[config.mk]
export PLATFORM = sky130hd
export DESIGN_NAME = rcss_regs
export DESIGN_NICKNAME = d
export VERILOG_FILES = /design/src/rtl/rcss_pkg.sv /design/src/rtl/rcss_rnd.sv /design/src/rtl/rcss_regs.sv
export SDC_FILE = /design/constraint.sdc
export NUM_CORES = 1
export LEC_CHECK = 0
export BUFFER_PORTS_ARGS = -buffer_cell sky130_fd_sc_hd__buf_2
export CAP_MARGIN = 20
export CORE_MARGIN = 5
export CORE_UTILIZATION = 52
export CTS_BUF_LIST = sky130_fd_sc_hd__clkbuf_4
export CTS_CLUSTER_SIZE = 14
export DETAILED_ROUTE_END_ITERATION = 6
export PLACE_DENSITY = 0.86
export SKIP_LAST_GASP = 1
export SLEW_MARGIN = 20
export SYNTH_ARGS = -nofsm -noshare
export SYNTH_HDL_FRONTEND = slang
export SYNTH_SLANG_ARGS = --single-unit
[constraint.sdc]
create_clock -name ref_clk -period 3.05 [get_ports ref_clk]
set_input_delay 0.61 -clock ref_clk [delete_from_list [all_inputs] [get_ports ref_clk]]
set_output_delay 0.61 -clock ref_clk [all_outputs]
set_load 0.02 [all_outputs]
[src/rtl/rcss_pkg.sv]
// Constants for the radio core status and semaphore register bank.
// Assumes an AXI4-Lite master on ref_clk and status sources on the same clock.
package rcss_pkg;

  // ****************************************************************
  // Bus
  // ****************************************************************
  localparam int          ADDR_W   = 18;
  localparam logic [1:0]  RESP_OK  = 2'h0;
  localparam logic [1:0]  RESP_ERR = 2'h2;

  // ****************************************************************
  // Register indices, byte address is four times the index
  // ****************************************************************
  localparam logic [15:0] IDX_ENGINE_STATUS = 16'h6188;
  localparam logic [15:0] IDX_SEM_A         = 16'h618a;
  localparam logic [15:0] IDX_SEM_B         = 16'h618b;
  localparam logic [15:0] IDX_SEM_C         = 16'h618c;
  localparam logic [15:0] IDX_CORE_STATUS   = 16'h618d;
  localparam logic [15:0] IDX_SIG_STRENGTH  = 16'h618e;
  localparam logic [15:0] IDX_RANDOM        = 16'h618f;

  // ****************************************************************
  // Field positions
  // ****************************************************************
  localparam int BIT_GAIN_REDUCED = 4;
  localparam int BIT_TIMER_WAIT   = 3;
  localparam int BIT_ENGINE_IDLE  = 2;
  localparam int BIT_SYNC_SEARCH  = 1;
  localparam int BIT_OSC_POWERED  = 0;
  localparam int BIT_SEM_FLAG     = 0;
  localparam int BIT_STARVED      = 7;
  localparam int BIT_DEMOD_LO     = 5;
  localparam int BIT_FRAME_DELIM  = 4;
  localparam int BIT_CAL_RUNNING  = 3;
  localparam int BIT_PLL_LOCK     = 2;
  localparam int BIT_TX_ACTIVE    = 1;
  localparam int BIT_RX_ACTIVE    = 0;

  // ****************************************************************
  // Reset values, counts and the frequency programming off setting
  // ****************************************************************
  localparam logic [2:0]  SEM_RESET      = 3'h7;
  localparam logic [7:0]  SIG_RESET      = 8'h80;
  localparam logic [15:0] RND_RESET      = 16'h0000;
  localparam int          RND_STEPS      = 13;
  localparam logic [6:0]  FREQ_PROG_OFF  = 7'h7f;

endpackage : rcss_pkg

[src/rtl/rcss_rnd.sv]
// Pseudorandom byte source for the status bank.
// Assumes advance is a one-cycle pulse from the bus logic on ref_clk.
module rcss_rnd
  import rcss_pkg::*;
(
  input  wire logic       ref_clk,
  input  wire logic       rst,
  input  wire logic       advance,
  output logic      [7:0] rnd_byte
);

  // ****************************************************************
  // State
  // ****************************************************************
  typedef struct packed {
    logic [15:0] shift;
  } rcss_rnd_s;

  rcss_rnd_s st_q;
  rcss_rnd_s st_d;

  // Xnor feedback keeps the all-zero reset state from locking up
  function automatic logic [15:0] roll(input logic [15:0] v);
    logic fb;
    fb = ~(v[15] ^ v[14] ^ v[12] ^ v[3]);
    return {v[14:0], fb};
  endfunction

  // ****************************************************************
  // Next state
  // ****************************************************************
  always_comb begin
    st_d = st_q;
    if (advance) begin
      for (int i = 0; i < RND_STEPS; i++) begin
        st_d.shift = roll(st_d.shift);
      end
    end
  end

  always_ff @(posedge ref_clk or posedge rst) begin
    if (rst) begin
      st_q.shift <= RND_RESET;
    end else begin
      st_q <= st_d;
    end
  end

  assign rnd_byte = st_q.shift[7:0];

endmodule // rcss_rnd

[src/rtl/rcss_regs.sv]
// Status and semaphore register bank of the radio core, AXI4-Lite slave.
// Assumes status inputs come from radio logic on ref_clk, no synchronisers.
module rcss_regs
  import rcss_pkg::*;
(
  input  wire logic              ref_clk,
  input  wire logic              rst,
  input  wire logic [ADDR_W-1:0] s_axi_awaddr,
  input  wire logic [2:0]        s_axi_awprot,
  input  wire logic              s_axi_awvalid,
  output logic                   s_axi_awready,
  input  wire logic [31:0]       s_axi_wdata,
  input  wire logic [3:0]        s_axi_wstrb,
  input  wire logic              s_axi_wvalid,
  output logic                   s_axi_wready,
  output logic [1:0]             s_axi_bresp,
  output logic                   s_axi_bvalid,
  input  wire logic              s_axi_bready,
  input  wire logic [ADDR_W-1:0] s_axi_araddr,
  input  wire logic [2:0]        s_axi_arprot,
  input  wire logic              s_axi_arvalid,
  output logic                   s_axi_arready,
  output logic [31:0]            s_axi_rdata,
  output logic [1:0]             s_axi_rresp,
  output logic                   s_axi_rvalid,
  input  wire logic              s_axi_rready,
  input  wire logic              gain_reduced_flag,
  input  wire logic              timer_event_wait_flag,
  input  wire logic              engine_idle_flag,
  input  wire logic              sync_search_flag,
  input  wire logic              oscillator_powered_flag,
  input  wire logic [6:0]        channel_frequency_setting,
  input  wire logic              modulator_starved_event,
  input  wire logic [1:0]        demodulator_state,
  input  wire logic              frame_delimiter_flag,
  input  wire logic              cal_running_flag,
  input  wire logic              pll_lock_flag,
  input  wire logic              tx_active_flag,
  input  wire logic              rx_active_flag,
  input  wire logic [7:0]        signal_strength_value,
  input  wire logic              signal_strength_update,
  output logic                   quick_start_ready,
  output logic [2:0]             semaphore_free,
  output logic                   modulator_starved_flag
);

  // ****************************************************************
  // State
  // ****************************************************************
  typedef struct packed {
    logic              aw_have;
    logic [ADDR_W-1:0] awaddr;
    logic              w_have;
    logic [7:0]        wbyte;
    logic              wlane;
    logic              bvalid;
    logic [1:0]        bresp;
    logic              rvalid;
    logic [7:0]        rdata;
    logic [1:0]        rresp;
    logic [2:0]        sem;
    logic              starved;
    logic [7:0]        sig;
    logic              quick;
  } rcss_state_s;

  localparam rcss_state_s ST_RESET = '{
    aw_have : 1'b0,
    awaddr  : '0,
    w_have  : 1'b0,
    wbyte   : 8'h00,
    wlane   : 1'b0,
    bvalid  : 1'b0,
    bresp   : RESP_OK,
    rvalid  : 1'b0,
    rdata   : 8'h00,
    rresp   : RESP_OK,
    sem     : SEM_RESET,
    starved : 1'b0,
    sig     : SIG_RESET,
    quick   : 1'b0
  };

  rcss_state_s st_q;
  rcss_state_s st_d;

  logic       aw_fire;
  logic       w_fire;
  logic       ar_fire;
  logic       rnd_advance;
  logic [7:0] rnd_byte;

  // ****************************************************************
  // Decode helpers
  // ****************************************************************
  // Low two address bits are ignored, one register per aligned word
  function automatic logic hit(input logic [ADDR_W-1:0] addr,
                               input logic [15:0] idx);
    return addr[ADDR_W-1:2] == idx;
  endfunction

  function automatic logic mapped(input logic [ADDR_W-1:0] addr);
    return hit(addr, IDX_ENGINE_STATUS) | hit(addr, IDX_SEM_A) |
           hit(addr, IDX_SEM_B) | hit(addr, IDX_SEM_C) |
           hit(addr, IDX_CORE_STATUS) | hit(addr, IDX_SIG_STRENGTH) |
           hit(addr, IDX_RANDOM);
  endfunction

  function automatic logic [2:0] sem_sel(input logic [ADDR_W-1:0] addr);
    return {hit(addr, IDX_SEM_C), hit(addr, IDX_SEM_B), hit(addr, IDX_SEM_A)};
  endfunction

  // ****************************************************************
  // Read views
  // ****************************************************************
  logic [7:0] engine_view;
  logic [7:0] core_view;

  always_comb begin
    engine_view = 8'h00;
    engine_view[BIT_GAIN_REDUCED] = gain_reduced_flag;
    engine_view[BIT_TIMER_WAIT] = timer_event_wait_flag;
    engine_view[BIT_ENGINE_IDLE] = engine_idle_flag;
    engine_view[BIT_SYNC_SEARCH] = sync_search_flag;
    engine_view[BIT_OSC_POWERED] = oscillator_powered_flag;
  end

  always_comb begin
    core_view = 8'h00;
    core_view[BIT_STARVED] = st_q.starved;
    core_view[BIT_DEMOD_LO +: 2] = demodulator_state;
    core_view[BIT_FRAME_DELIM] = frame_delimiter_flag;
    core_view[BIT_CAL_RUNNING] = cal_running_flag;
    core_view[BIT_PLL_LOCK] = pll_lock_flag;
    core_view[BIT_TX_ACTIVE] = tx_active_flag;
    core_view[BIT_RX_ACTIVE] = rx_active_flag;
  end

  function automatic logic [7:0] read_value(input logic [ADDR_W-1:0] addr,
                                            input logic [7:0] eng,
                                            input logic [7:0] core,
                                            input logic [2:0] sem,
                                            input logic [7:0] sig,
                                            input logic [7:0] rnd);
    logic [7:0] v;
    logic [2:0] s;
    v = 8'h00;
    s = sem_sel(addr) & sem;
    if (hit(addr, IDX_ENGINE_STATUS)) begin
      v = eng;
    end
    if (s != 3'h0) begin
      v[BIT_SEM_FLAG] = 1'b1;
    end
    if (hit(addr, IDX_CORE_STATUS)) begin
      v = core;
    end
    if (hit(addr, IDX_SIG_STRENGTH)) begin
      v = sig;
    end
    if (hit(addr, IDX_RANDOM)) begin
      v = rnd;
    end
    return v;
  endfunction

  // ****************************************************************
  // Handshakes
  // ****************************************************************
  // Address and data are held apart so either may arrive first
  assign s_axi_awready = ~st_q.aw_have & ~st_q.bvalid;
  assign s_axi_wready  = ~st_q.w_have & ~st_q.bvalid;
  assign s_axi_arready = ~st_q.rvalid;
  assign aw_fire       = s_axi_awvalid & s_axi_awready;
  assign w_fire        = s_axi_wvalid & s_axi_wready;
  assign ar_fire       = s_axi_arvalid & s_axi_arready;
  assign rnd_advance   = ar_fire & hit(s_axi_araddr, IDX_RANDOM);

  // ****************************************************************
  // Next state
  // ****************************************************************
  always_comb begin
    st_d = st_q;

    if (aw_fire) begin
      st_d.aw_have = 1'b1;
      st_d.awaddr  = s_axi_awaddr;
    end
    if (w_fire) begin
      st_d.w_have = 1'b1;
      st_d.wbyte  = s_axi_wdata[7:0];
      st_d.wlane  = s_axi_wstrb[0];
    end

    // Read side: value is taken before the claim clears it
    if (ar_fire) begin
      st_d.rvalid = 1'b1;
      st_d.rdata  = read_value(s_axi_araddr, engine_view, core_view,
                               st_q.sem, st_q.sig, rnd_byte);
      st_d.rresp  = mapped(s_axi_araddr) ? RESP_OK : RESP_ERR;
      st_d.sem    = st_q.sem & ~sem_sel(s_axi_araddr);
    end
    if (st_q.rvalid & s_axi_rready) begin
      st_d.rvalid = 1'b0;
    end

    // Write side: commits once both halves are held
    if (st_q.aw_have & st_q.w_have & ~st_q.bvalid) begin
      st_d.aw_have = 1'b0;
      st_d.w_have  = 1'b0;
      st_d.bvalid  = 1'b1;
      st_d.bresp   = mapped(st_q.awaddr) ? RESP_OK : RESP_ERR;
      if (st_q.wlane) begin
        // only a written 1 sets a semaphore
        if (st_q.wbyte[BIT_SEM_FLAG]) begin
          st_d.sem = st_d.sem | sem_sel(st_q.awaddr);
        end
        if (hit(st_q.awaddr, IDX_CORE_STATUS) & ~st_q.wbyte[BIT_STARVED]) begin
          st_d.starved = 1'b0;
        end
      end
      // other status bits have no write path
    end
    if (st_q.bvalid & s_axi_bready) begin
      st_d.bvalid = 1'b0;
    end

    if (modulator_starved_event) begin
      st_d.starved = 1'b1;
    end

    if (signal_strength_update) begin
      st_d.sig = signal_strength_value;
    end

    // fast start with frequency programming off
    st_d.quick = oscillator_powered_flag & engine_idle_flag &
                 (channel_frequency_setting == FREQ_PROG_OFF);
  end

  // ****************************************************************
  // Registers
  // ****************************************************************
  always_ff @(posedge ref_clk or posedge rst) begin
    if (rst) begin
      st_q <= ST_RESET;
    end else begin
      st_q <= st_d;
    end
  end

  // ****************************************************************
  // Random source
  // ****************************************************************
  // advance after the value is sampled
  rcss_rnd u_rnd (
    .ref_clk  (ref_clk),
    .rst      (rst),
    .advance  (rnd_advance),
    .rnd_byte (rnd_byte)
  );

  // ****************************************************************
  // Outputs
  // ****************************************************************
  assign s_axi_bresp            = st_q.bresp;
  assign s_axi_bvalid           = st_q.bvalid;
  assign s_axi_rdata            = {24'h000000, st_q.rdata};
  assign s_axi_rresp            = st_q.rresp;
  assign s_axi_rvalid           = st_q.rvalid;
  assign quick_start_ready      = st_q.quick;
  assign semaphore_free         = st_q.sem;
  assign modulator_starved_flag = st_q.starved;

endmodule // rcss_regs

==> run_results.csv, run 1 <==
group,metric,value,unit
setup_path,cp.arrival,2.42,ns
clock_tree,tritoncts_num_sinks,62,
global_route,grt_max_degree,31,
synth,ys_seq_area_frac,0.449,
final_layout,syn2layout_area_growth,13.3,%
synth,yosys_register_bits,62,
global_route,use_met2,0.329,
power_and_ir_drop,p_per_area,546,nW/um^2
timing,fin_crit_sh,0.684,
global_route,antenna_found_initial,0,
global_route,grt.total_usage,0.190,
routing,post-route-drc-count,0,
synth,synth.most_common_cell,"dfrtp_1",
setup_path,endpoint_kind,"flop",
routing,vias,2569,
final_layout,num-fill-cells,520,
placement,port_buffers,90,
final_layout,regArea,1560,sq um
global_route,busiest_layer,"met2",
routing,vias_per_cell,5.34,
synth,synth_edf_count,0,
die,die_y,91.6,um
routing,wl_per_cell,15.7,um
clock_tree,cts_buffer_depth,2,
global_route,gr-usage-met1,0.219,
synth,syn_avg_cell_area,10.8,sq um
final_layout,multi_input_area,1630,sq um
status,outcome,"completed",
synth,yosysWarnings,0,
final_layout,fin_nets,513,
timing,finalClockSkew,0.0172,ns
timing,tns,0,ns
clock_tree,cts_buffers,9,
setup_path,critPathLaunchType,"input pin",
routing,drtIter0Drc,165,
flow_run,cap_violations,0,
timing,hold_viol,0,
die,die_area,8400,sq um
synth,ys_top_cells_by_count,"dfrtp_1 (58), buf_4 (39), nand2_1 (28), xnor2_1 (19), mux2_2 (18)",
global_route,grt-ovfl-total,0,
synth,yosysUniqueCellTypes,50,
die,core,6420,sq um
synth,synthCells,321,
min_path,hp-class,"input pin to async pin",
clock_tree,clk-insertion-delay-late,0.41,ns
placement,place_congestion,0.828,
clock_tree,clk_pin_slew,0.12,ns
final_layout,postLayoutCoreUtil,0.612,
clock_tree,h-tree-depth,3,
routing,ant_nets,0,
clock_tree,cts_hold_buf,0,
synth,synth_async_sr_flop_share,1.00,
global_route,grt_util_met3,0.0736,
final_layout,final_area,3930,sq um
setup_path,timing_worst_setup_path_type,"input pin to flop",
global_route,grt_pass1_vias,2738,
power_and_ir_drop,peakVddDrop,0.000435,V
final_layout,drive_gt1_frac,0.349,
routing,drtPass1Iterations,4,
final_layout,diodes,0,
global_route,grt_pass1_wl,12.8,mm
placement,place_area,3780,sq um
timing,finalCriticalPeriod,2.08,ns
die,rows,29,
clock_tree,post_cts_buffers,0,
timing,worstMarginPinSlew,0.690,ns
power_and_ir_drop,p_leak,0.00192,uW
clock_tree,cts_root_buf,"clkbuf_4",
timing,rsz0062_at_grt,"no",
timing,slew_headroom,0.536,
clock_tree,ctsResizeCount,0,
die,die_x,91.6,um
setup_path,critPathMaxFanout,12,
synth,yosysTopAreaCell,"dfrtp_1",
synth,synthTopCellsByArea,"dfrtp_1 (42%), buf_4 (8.4%), mux2_2 (5.8%), xnor2_1 (4.8%), xnor3_1 (3.9%)",
timing,finalSetupViolCount,0,
timing,timing.fmax,480,MHz
die,ios,160,
synth,synth-main-ff-cell,"dfrtp_1",
clock_tree,cts_tree,"built",
routing,routed_wl,7.53,mm
placement,dp_hpwl,5.86,mm
setup_path,worstPathRequired,3.39,ns
synth,synth_top_area_frac,0.419,
die,initial_core_util,0.540,
synth,syn_area,3470,sq um
final_layout,final_cells,481,
placement,placed_cells,465,
timing,maxSlewViolCount,0,
final cells by class:
cell class / count / area share
Multi-Input combinational cell: 225 / 0.414
Sequential cell: 62 / 0.396
Timing Repair Buffer: 94 / 0.122
Tap cell: 77 / 0.0245
Clock inverter: 7 / 0.0191
Clock buffer: 9 / 0.0172
Inverter: 7 / 0.00669
worst max-delay path, cell delays in order:
cell	delay, ns
buf_2	0.10
nor4b_2	0.40
nand4_2	0.30
or3_1	0.63
nor2_1	0.21
xor2_1	0.16
cells by family after synthesis:
group	Yosys count	share of synthesized area
xor gates and xnor gates	35	0.121
other	1	0.00108
buffers and inverters	59	0.109
DFF	62	0.449
muxes	27	0.0874
AOI/OAI and AO/OA	51	0.0910
and+or+nand+nor	86	0.142
layout by cell type (no fill, tap or decap), types with 4 or more instances in the layout:
cell type / count
a21o_1: 5
a21oi_1: 11
a22oi_1: 11
and2_1: 4
buf_2: 90
buf_4: 4
clkbuf_4: 9
conb_1: 26
dfrtp_1: 58
dfstp_2: 4
inv_1: 6
mux2_1: 8
mux2_2: 18
nand2_1: 28
nand2b_1: 5
nand3_1: 4
nand4_1: 4
nor2_1: 11
nor3_1: 6
o21ai_0: 7
o21ai_1: 10
xnor2_1: 19
xnor3_1: 6
xor2_1: 8
path summary, 6_finish.rpt:
check                                          start                                  to  slack [ns]  cells past startpoint
setup / recovery                     s_axi_araddr[7]           u_rnd.st_q[1]$_DFFE_PP0P_        0.97                      6
hold / removal                                   rst           u_rnd.st_q[9]$_DFFE_PP0P_        0.26                      2
setup reg to reg           u_rnd.st_q[3]$_DFFE_PP0P_           u_rnd.st_q[0]$_DFFE_PP0P_        1.06                      5
hold reg to reg                 st_q[39]$_DFFE_PP0P_         semaphore_free[0]$_DFF_PP1_        0.44                      1
max in group asynchronous                        rst                 st_q[8]$_DFFE_PP1P_        2.05                      3
min in group ref_clk         modulator_starved_event  modulator_starved_flag$_DFFE_PP0P_        0.39                      2
where the power goes:
part	internal (uW)	switching (uW)	leakage, uW
clock	250	322	0.0000681
combinational	228	249	0.00107
sequential	988	109	0.000774
per-stage QoR:
step                      setup slack [ns]  total power (uW)  hold WS [ns]
after floorplan                      0.905              1460         0.413
after global placement               0.619              1560         0.437
after detailed placement             0.538              1590         0.437
after CTS                            0.980              2170         0.260
after global routing                 0.803              2290         0.295
final                                0.965              2150         0.261
routing by layer:
metal / vias up / part of all wire
met5: - / 0
met4: 0 / 0.015
met3: 13 / 0.11
met2: 121 / 0.50
met1: 1232 / 0.38
li1: 1203 / -
sequential cells by signal, indices dropped and copies added (netlist names):
| name | count |
|---|---|
| semaphore_free | 3 |
| s_axi_bvalid | 1 |
| u_rnd.st_q | 16 |
| modulator_starved_flag | 1 |
| st_q | 29 |
| s_axi_rdata | 8 |
| s_axi_bresp | 1 |
| s_axi_rvalid | 1 |
| quick_start_ready | 1 |
| s_axi_rresp | 1 |
Note: power is estimated with default switching activity, not from simulation.
==> run 2: changes to the inputs <==
- CORE_UTILIZATION: 52 -> 44
- PLACE_DENSITY: 0.86 -> 0.77
- clock period: 3.05 -> 1.7 ns (I/O delays scaled with it)
==> run 2 against run 1 <==
Effect of this change:
- sequential power rose by 81%
- non-clock buffer count rose by 35
- clock power rose by 98%
- critical path depth fell by 1
- worst setup slack got worse by 0.93 ns
- combinational power rose by 93%
- global-route usage fell by 2.1 points
- flip-flop and latch count did not move
- largest power group unchanged
- count of clock-buffer cells in the layout rose by 1
- wire length rose by 8.0%
- power rose by 88%
- final area rose by 10%
==> run_results.csv, run 2 (same netlist as run 1, synthesis figures left out) <==
group,metric,value,unit
status,outcome,"completed",
final_layout,final_area,4340,sq um
routing,routed_wl,8.13,mm
routing,wl_per_cell,15.0,um
routing,drtPass1Iterations,4,
power_and_ir_drop,p_int,2820,uW
global_route,grt_pass1_vias,2817,
die,rows,32,
setup_path,worstPathRequired,1.98,ns
timing,finalSetupViolCount,0,
min_path,hp-class,"input pin to flop",
power_and_ir_drop,p_leak,0.00212,uW
die,initial_core_util,0.451,
power_and_ir_drop,swShare,0.301,
setup_path,crit_chain,"xnor3_1 -> xnor3_1 -> xnor2_1 -> nand2_1 -> xnor2_1",
final_layout,layout.cells.most_common,"buf_2",
placement,placed_cells,522,
die,ios,160,
global_route,grt_max_degree,30,
routing,vias,2718,
die,die_area,9750,sq um
final_layout,largest_reg_flops,29,
setup_path,cp.arrival,1.95,ns
global_route,grt_pass1_wl,13.3,mm
routing,drtIter0Drc,97,
final_layout,multi_input_area,1700,sq um
clock_tree,cts_root_buf,"clkbuf_4",
power_and_ir_drop,p_per_area,931,nW/um^2
setup_path,endpoint_kind,"flop",
timing,whs,0.104,ns
timing,tns,0,ns
timing,fin_crit_sh,0.980,
timing,timing.fmax,600,MHz
timing,finalClockSkew,0.0158,ns
clock_tree,clk-insertion-delay-late,0.40,ns
final_layout,regArea,1560,sq um
routing,vias_per_cell,5.02,
clock_tree,cts_buffers,9,
die,core,7690,sq um
global_route,grt-ovfl-total,0,
final_layout,most-common-layout-cells,"buf_2 (90), dfrtp_1 (57), buf_4 (36)",
power_and_ir_drop,peakVddDrop,0.000832,V
clock_tree,cts_tree,"built",
die,die_x,98.8,um
final_layout,num-fill-cells,683,
final_layout,drive_gt1_frac,0.415,
clock_tree,cts_buffer_depth,2,
setup_path,critPathMaxFanout,2,
power_and_ir_drop,power_frac_seq,0.492,
placement,place_congestion,0.875,
setup_path,timing_worst_setup_path_type,"flop to flop",
setup_path,critPathLaunchType,"flop",
timing,rsz0062_at_grt,"yes",
placement,port_buffers,90,
final_layout,final_cells,541,
power_and_ir_drop,p_comb_frac,0.228,
final_layout,regMostFlops,"st_q",
flow_run,cap_violations,0,
setup_path,max_stage_delay,0.41,ns
timing,hold_viol,0,
clock_tree,h-tree-depth,3,
routing,ant_nets,0,
global_route,grt.total_usage,0.170,
routing,post-route-drc-count,0,
final_layout,syn2layout_area_growth,25.1,%
power_and_ir_drop,p_clk_frac,0.280,
setup_path,cpMaxStageDelayCell,"xnor3_1",
placement,place_area,4110,sq um
clock_tree,clk_pin_slew,0.11,ns
power_and_ir_drop,p_switching,1210,uW
final_layout,fin_nets,548,
global_route,antenna_found_initial,0,
timing,finalCriticalPeriod,1.67,ns
placement,dp_hpwl,6.33,mm
timing,maxSlewViolCount,0,
die,die_y,98.8,um
final_layout,diodes,0,
clock_tree,tritoncts_num_sinks,62,
## run 2: cell types whose count changed in the layout (fill, tap and decap cells not counted), sizes merged
cell / change
clkbuf: +1
inv: -1
dlygate4sd3: +1
clkinv: +1
clkinvlp: -2
bufinv: +1
buf: +34
## run 2: cell type report
cell class | instances | area share
clock buffers | 10 | 0.0173
clock inverters | 6 | 0.0179
inverters | 7 | 0.00692
well taps | 102 | 0.0294
multi-input cells | 225 | 0.392
flip-flops and latches | 62 | 0.359
repair buffers | 129 | 0.178
## run 2: final timing paths
path,start,to,slack (ns),cells past startpoint
setup / recovery,u_rnd.st_q[13]$_DFFE_PP0P_,u_rnd.st_q[2]$_DFFE_PP0P_,0.03,5
hold / removal,s_axi_bready,s_axi_bvalid$_DFFE_PP0P_,0.10,2
setup reg to reg,u_rnd.st_q[13]$_DFFE_PP0P_,u_rnd.st_q[2]$_DFFE_PP0P_,0.03,5
hold reg to reg,st_q[39]$_DFFE_PP0P_,semaphore_free[0]$_DFF_PP1_,0.45,1
max in group asynchronous,rst,semaphore_free[1]$_DFF_PP1_,0.71,4
min in group asynchronous,rst,st_q[1]$_DFFE_PP0P_,0.46,3
## run 2: worst max-delay path: cells and delay by family (launching register included)
family                    cells  cell delay [ns]
xor gates and xnor gates      4             1.08
and+or+nand+nor               1             0.08
DFF                           1             0.39
## run 2: power groups by stage
stage               registers [uW]  clock network, uW  logic, uW
global route                  2030               1230       1010
CTS                           1980               1150        921
floorplan                     1960                  0        670
global placement              1990                  0        871
detailed placement            2010                  0        919
finish                        1990               1130        919
## run 2: through the flow
stage	power, uW	util	setup slack, ns
floorplan	2630	-	0.0154
global placement	2860	0.534	-0.210
detailed placement	2930	0.534	-0.238
CTS	4050	0.558	-0.0135
global route	4270	0.564	-0.0650
finish	4040	0.564	0.0338
## run 2: repair_timing
action | 4_1_cts | 5_1_grt
gates resized for setup | 3 | 5
hold buffers | 1 | 0
endpoints found under the hold margin | 11 | 0
cloned | 0 | 0
setup endpoints to repair | 3 | 5
pin swaps | 1 | 5
buffers inserted | 0 | 2
## run 2: routing by layer
layer	track usage	share of wire	vias to the layer above	wire length (um)
met5	0	0	-	0
met3	0.0545	0.097	18	792
met2	0.272	0.48	116	3940
li1	-	-	1276	-
met1	0.209	0.39	1308	3200
met4	0.0777	0.024	0	199
==> run 3: changes to the inputs <==
--- a/config.mk
+++ b/config.mk
@@ -11,5 +11,4 @@
 export CORE_UTILIZATION = 44
 export CTS_BUF_LIST = sky130_fd_sc_hd__clkbuf_4
-export CTS_CLUSTER_SIZE = 14
 export DETAILED_ROUTE_END_ITERATION = 6
 export PLACE_DENSITY = 0.77
==> constraint.sdc (replaced) <==
create_clock -name ref_clk -period 1.7 [get_ports ref_clk]
set_input_delay 0.34 -clock ref_clk [delete_from_list [all_inputs] [get_ports ref_clk]]
set_output_delay 0.34 -clock ref_clk [all_outputs]
set_load 0.005 [all_outputs]
==> run 3 against run 2 <==
Effect of this change:
- the run now ends with negative setup slack left
- worst setup slack lost 0.061 ns
- register-to-register slack lost 0.06 ns
- combinational power shrank 12%
- count of clock-buffer cells in the layout shrank 1
- worst hold slack lost 0.00066 ns
- die area is the same
- critical endpoint unchanged
- largest cell class unchanged
- highest routed layer unchanged
==> run_results.csv, run 3 (same netlist as run 1, synthesis figures left out) <==
group,metric,value,unit
timing,rsz0062_at_grt,"yes",
final_layout,drive_gt1_frac,0.415,
final_layout,layout.cells.most_common,"buf_2",
global_route,grt_pass1_wl,13.3,mm
global_route,busiest_layer,"met2",
power_and_ir_drop,peakVddDrop,0.000824,V
placement,pre_cts_ws,-0.239,ns
die,ios,160,
final_layout,num-fill-cells,686,
global_route,antenna_found_initial,0,
routing,vias_per_cell,4.96,
clock_tree,clk-insertion-delay-late,0.40,ns
timing,finalCriticalPeriod,1.73,ns
final_layout,regMostFlops,"st_q",
routing,vias,2683,
timing,whs,0.103,ns
setup_path,r2r_slack,-0.03,ns
die,die_area,9750,sq um
die,die_x,98.8,um
setup_path,worstPathRequired,2.01,ns
timing,finalClockSkew,0.00843,ns
clock_tree,tritoncts_num_sinks,62,
setup_path,timing_worst_setup_path_type,"flop to flop",
clock_tree,cts_buffer_depth,2,
setup_path,endpoint_kind,"flop",
clock_tree,cts_buffers,9,
clock_tree,clk_pin_slew,0.11,ns
flow_run,cap_violations,0,
placement,place_congestion,0.915,
timing,timing.fmax,579,MHz
clock_tree,cts_tree,"built",
global_route,grt_max_degree,29,
final_layout,fin_nets,548,
placement,port_buffers,90,
final_layout,diodes,0,
placement,dp_hpwl,6.38,mm
timing,fin_crit_sh,1.02,
final_layout,largest_reg_flops,29,
die,initial_core_util,0.451,
power_and_ir_drop,p_leak,0.00211,uW
final_layout,syn2layout_area_growth,24.7,%
routing,ant_nets,0,
routing,drtIter0Drc,103,
global_route,grt.total_usage,0.170,
status,violations,"negative setup slack",
die,core,7690,sq um
global_route,gr-usage-met1,0.204,
min_path,hp-class,"input pin to flop",
clock_tree,h-tree-depth,3,
power_and_ir_drop,p_per_area,909,nW/um^2
final_layout,final_area,4320,sq um
setup_path,reg2reg_depth,5,
min_path,worstHoldPathCells,2,
setup_path,critPathMaxFanout,2,
final_layout,most-common-layout-cells,"buf_2 (90), dfrtp_1 (57), buf_4 (36)",
die,die_y,98.8,um
setup_path,cp.arrival,2.03,ns
status,outcome,"complete, but fails checks",
routing,wl_per_cell,15.0,um
global_route,grt-ovfl-total,0,
placement,place_area,4100,sq um
power_and_ir_drop,power.total,3930,uW
global_route,use_met2,0.283,
global_route,grt_util_met3,0.0495,
die,rows,32,
timing,tns,-0.0272,ns
global_route,grt_pass1_vias,2854,
timing,maxSlewViolCount,0,
timing,finalSetupViolCount,1,
routing,post-route-drc-count,0,
timing,hold_viol,0,
routing,drtPass1Iterations,4,
timing,setup_ws,-0.0272,ns
routing,routed_wl,8.09,mm
clock_tree,cts_root_buf,"clkbuf_4",
setup_path,critPathLaunchType,"flop",
[run 3: changes by cell type in the layout (fill, tap and decap cells not counted)]
cell,delta
nor4b_1,+1
xnor2_2,-1
clkbuf_4,-1
clkinvlp_4,+2
xnor3_2,+1
xnor3_1,-1
xnor2_1,+1
clkinv_1,-1
nor3b_2,+1
nor4b_2,-1
nor3b_4,-1
[run 3: per-stage QoR]
| step | utilization | cells |
|---|---|---|
| after floorplan | - | 346 |
| after global placement | 0.533 | 522 |
| after detailed placement | 0.533 | 522 |
| after CTS | 0.556 | 539 |
| after global routing | 0.562 | 541 |
| final | 0.562 | 541 |
[run 3: cell type report]
type	instances	area, sq um	area share
clock inverter	7	88.8	0.0206
tap	102	128	0.0295
clock buffer	9	67.6	0.0156
sequential	62	1560	0.360
inverter	7	30.0	0.00695
multi-input combinational	225	1680	0.389
timing repair buffer	129	771	0.178
[run 3: where the power goes]
group          internal, uW  switching (uW)  total (uW)
clock                   586             563        1150
combinational           441             364         805
sequential             1770             203        1980
total                  2800            1130        3930
[run 3: worst paths after layout]
kind / start / to
worst min register to register: st_q[39]$_DFFE_PP0P_ / semaphore_free[0]$_DFF_PP1_
worst min-delay path: s_axi_bready / s_axi_bvalid$_DFFE_PP0P_
min in group asynchronous: rst / st_q[35]$_DFFE_PP0P_
max in group asynchronous: rst / semaphore_free[1]$_DFF_PP1_
worst max register to register: u_rnd.st_q[13]$_DFFE_PP0P_ / u_rnd.st_q[2]$_DFFE_PP0P_
worst max-delay path: u_rnd.st_q[13]$_DFFE_PP0P_ / u_rnd.st_q[2]$_DFFE_PP0P_
[run 3: routing by layer]
layer	vias to the layer above	wire length (um)
met1	1292	3290
li1	1272	-
met4	0	159
met2	105	3870
met5	-	0
met3	14	767
[run 3: what timing repair did]
item / CTS / global route
cloned: 0 / 0
gates resized for setup: 1 / 6
setup buffers: 0 / 2
hold buffers: 1 / 0
endpoints found under the hold margin: 13 / 0
pin swaps: 2 / 7
setup endpoints to repair: 2 / 4
[run 3: worst max-delay path, stage by stage, from the launching register on]
cell and delay (ns):
dfrtp_1 0.37, xnor3_1 0.45, xnor3_2 0.43, xnor2_2 0.17, nand2_1 0.08, xnor2_1 0.12
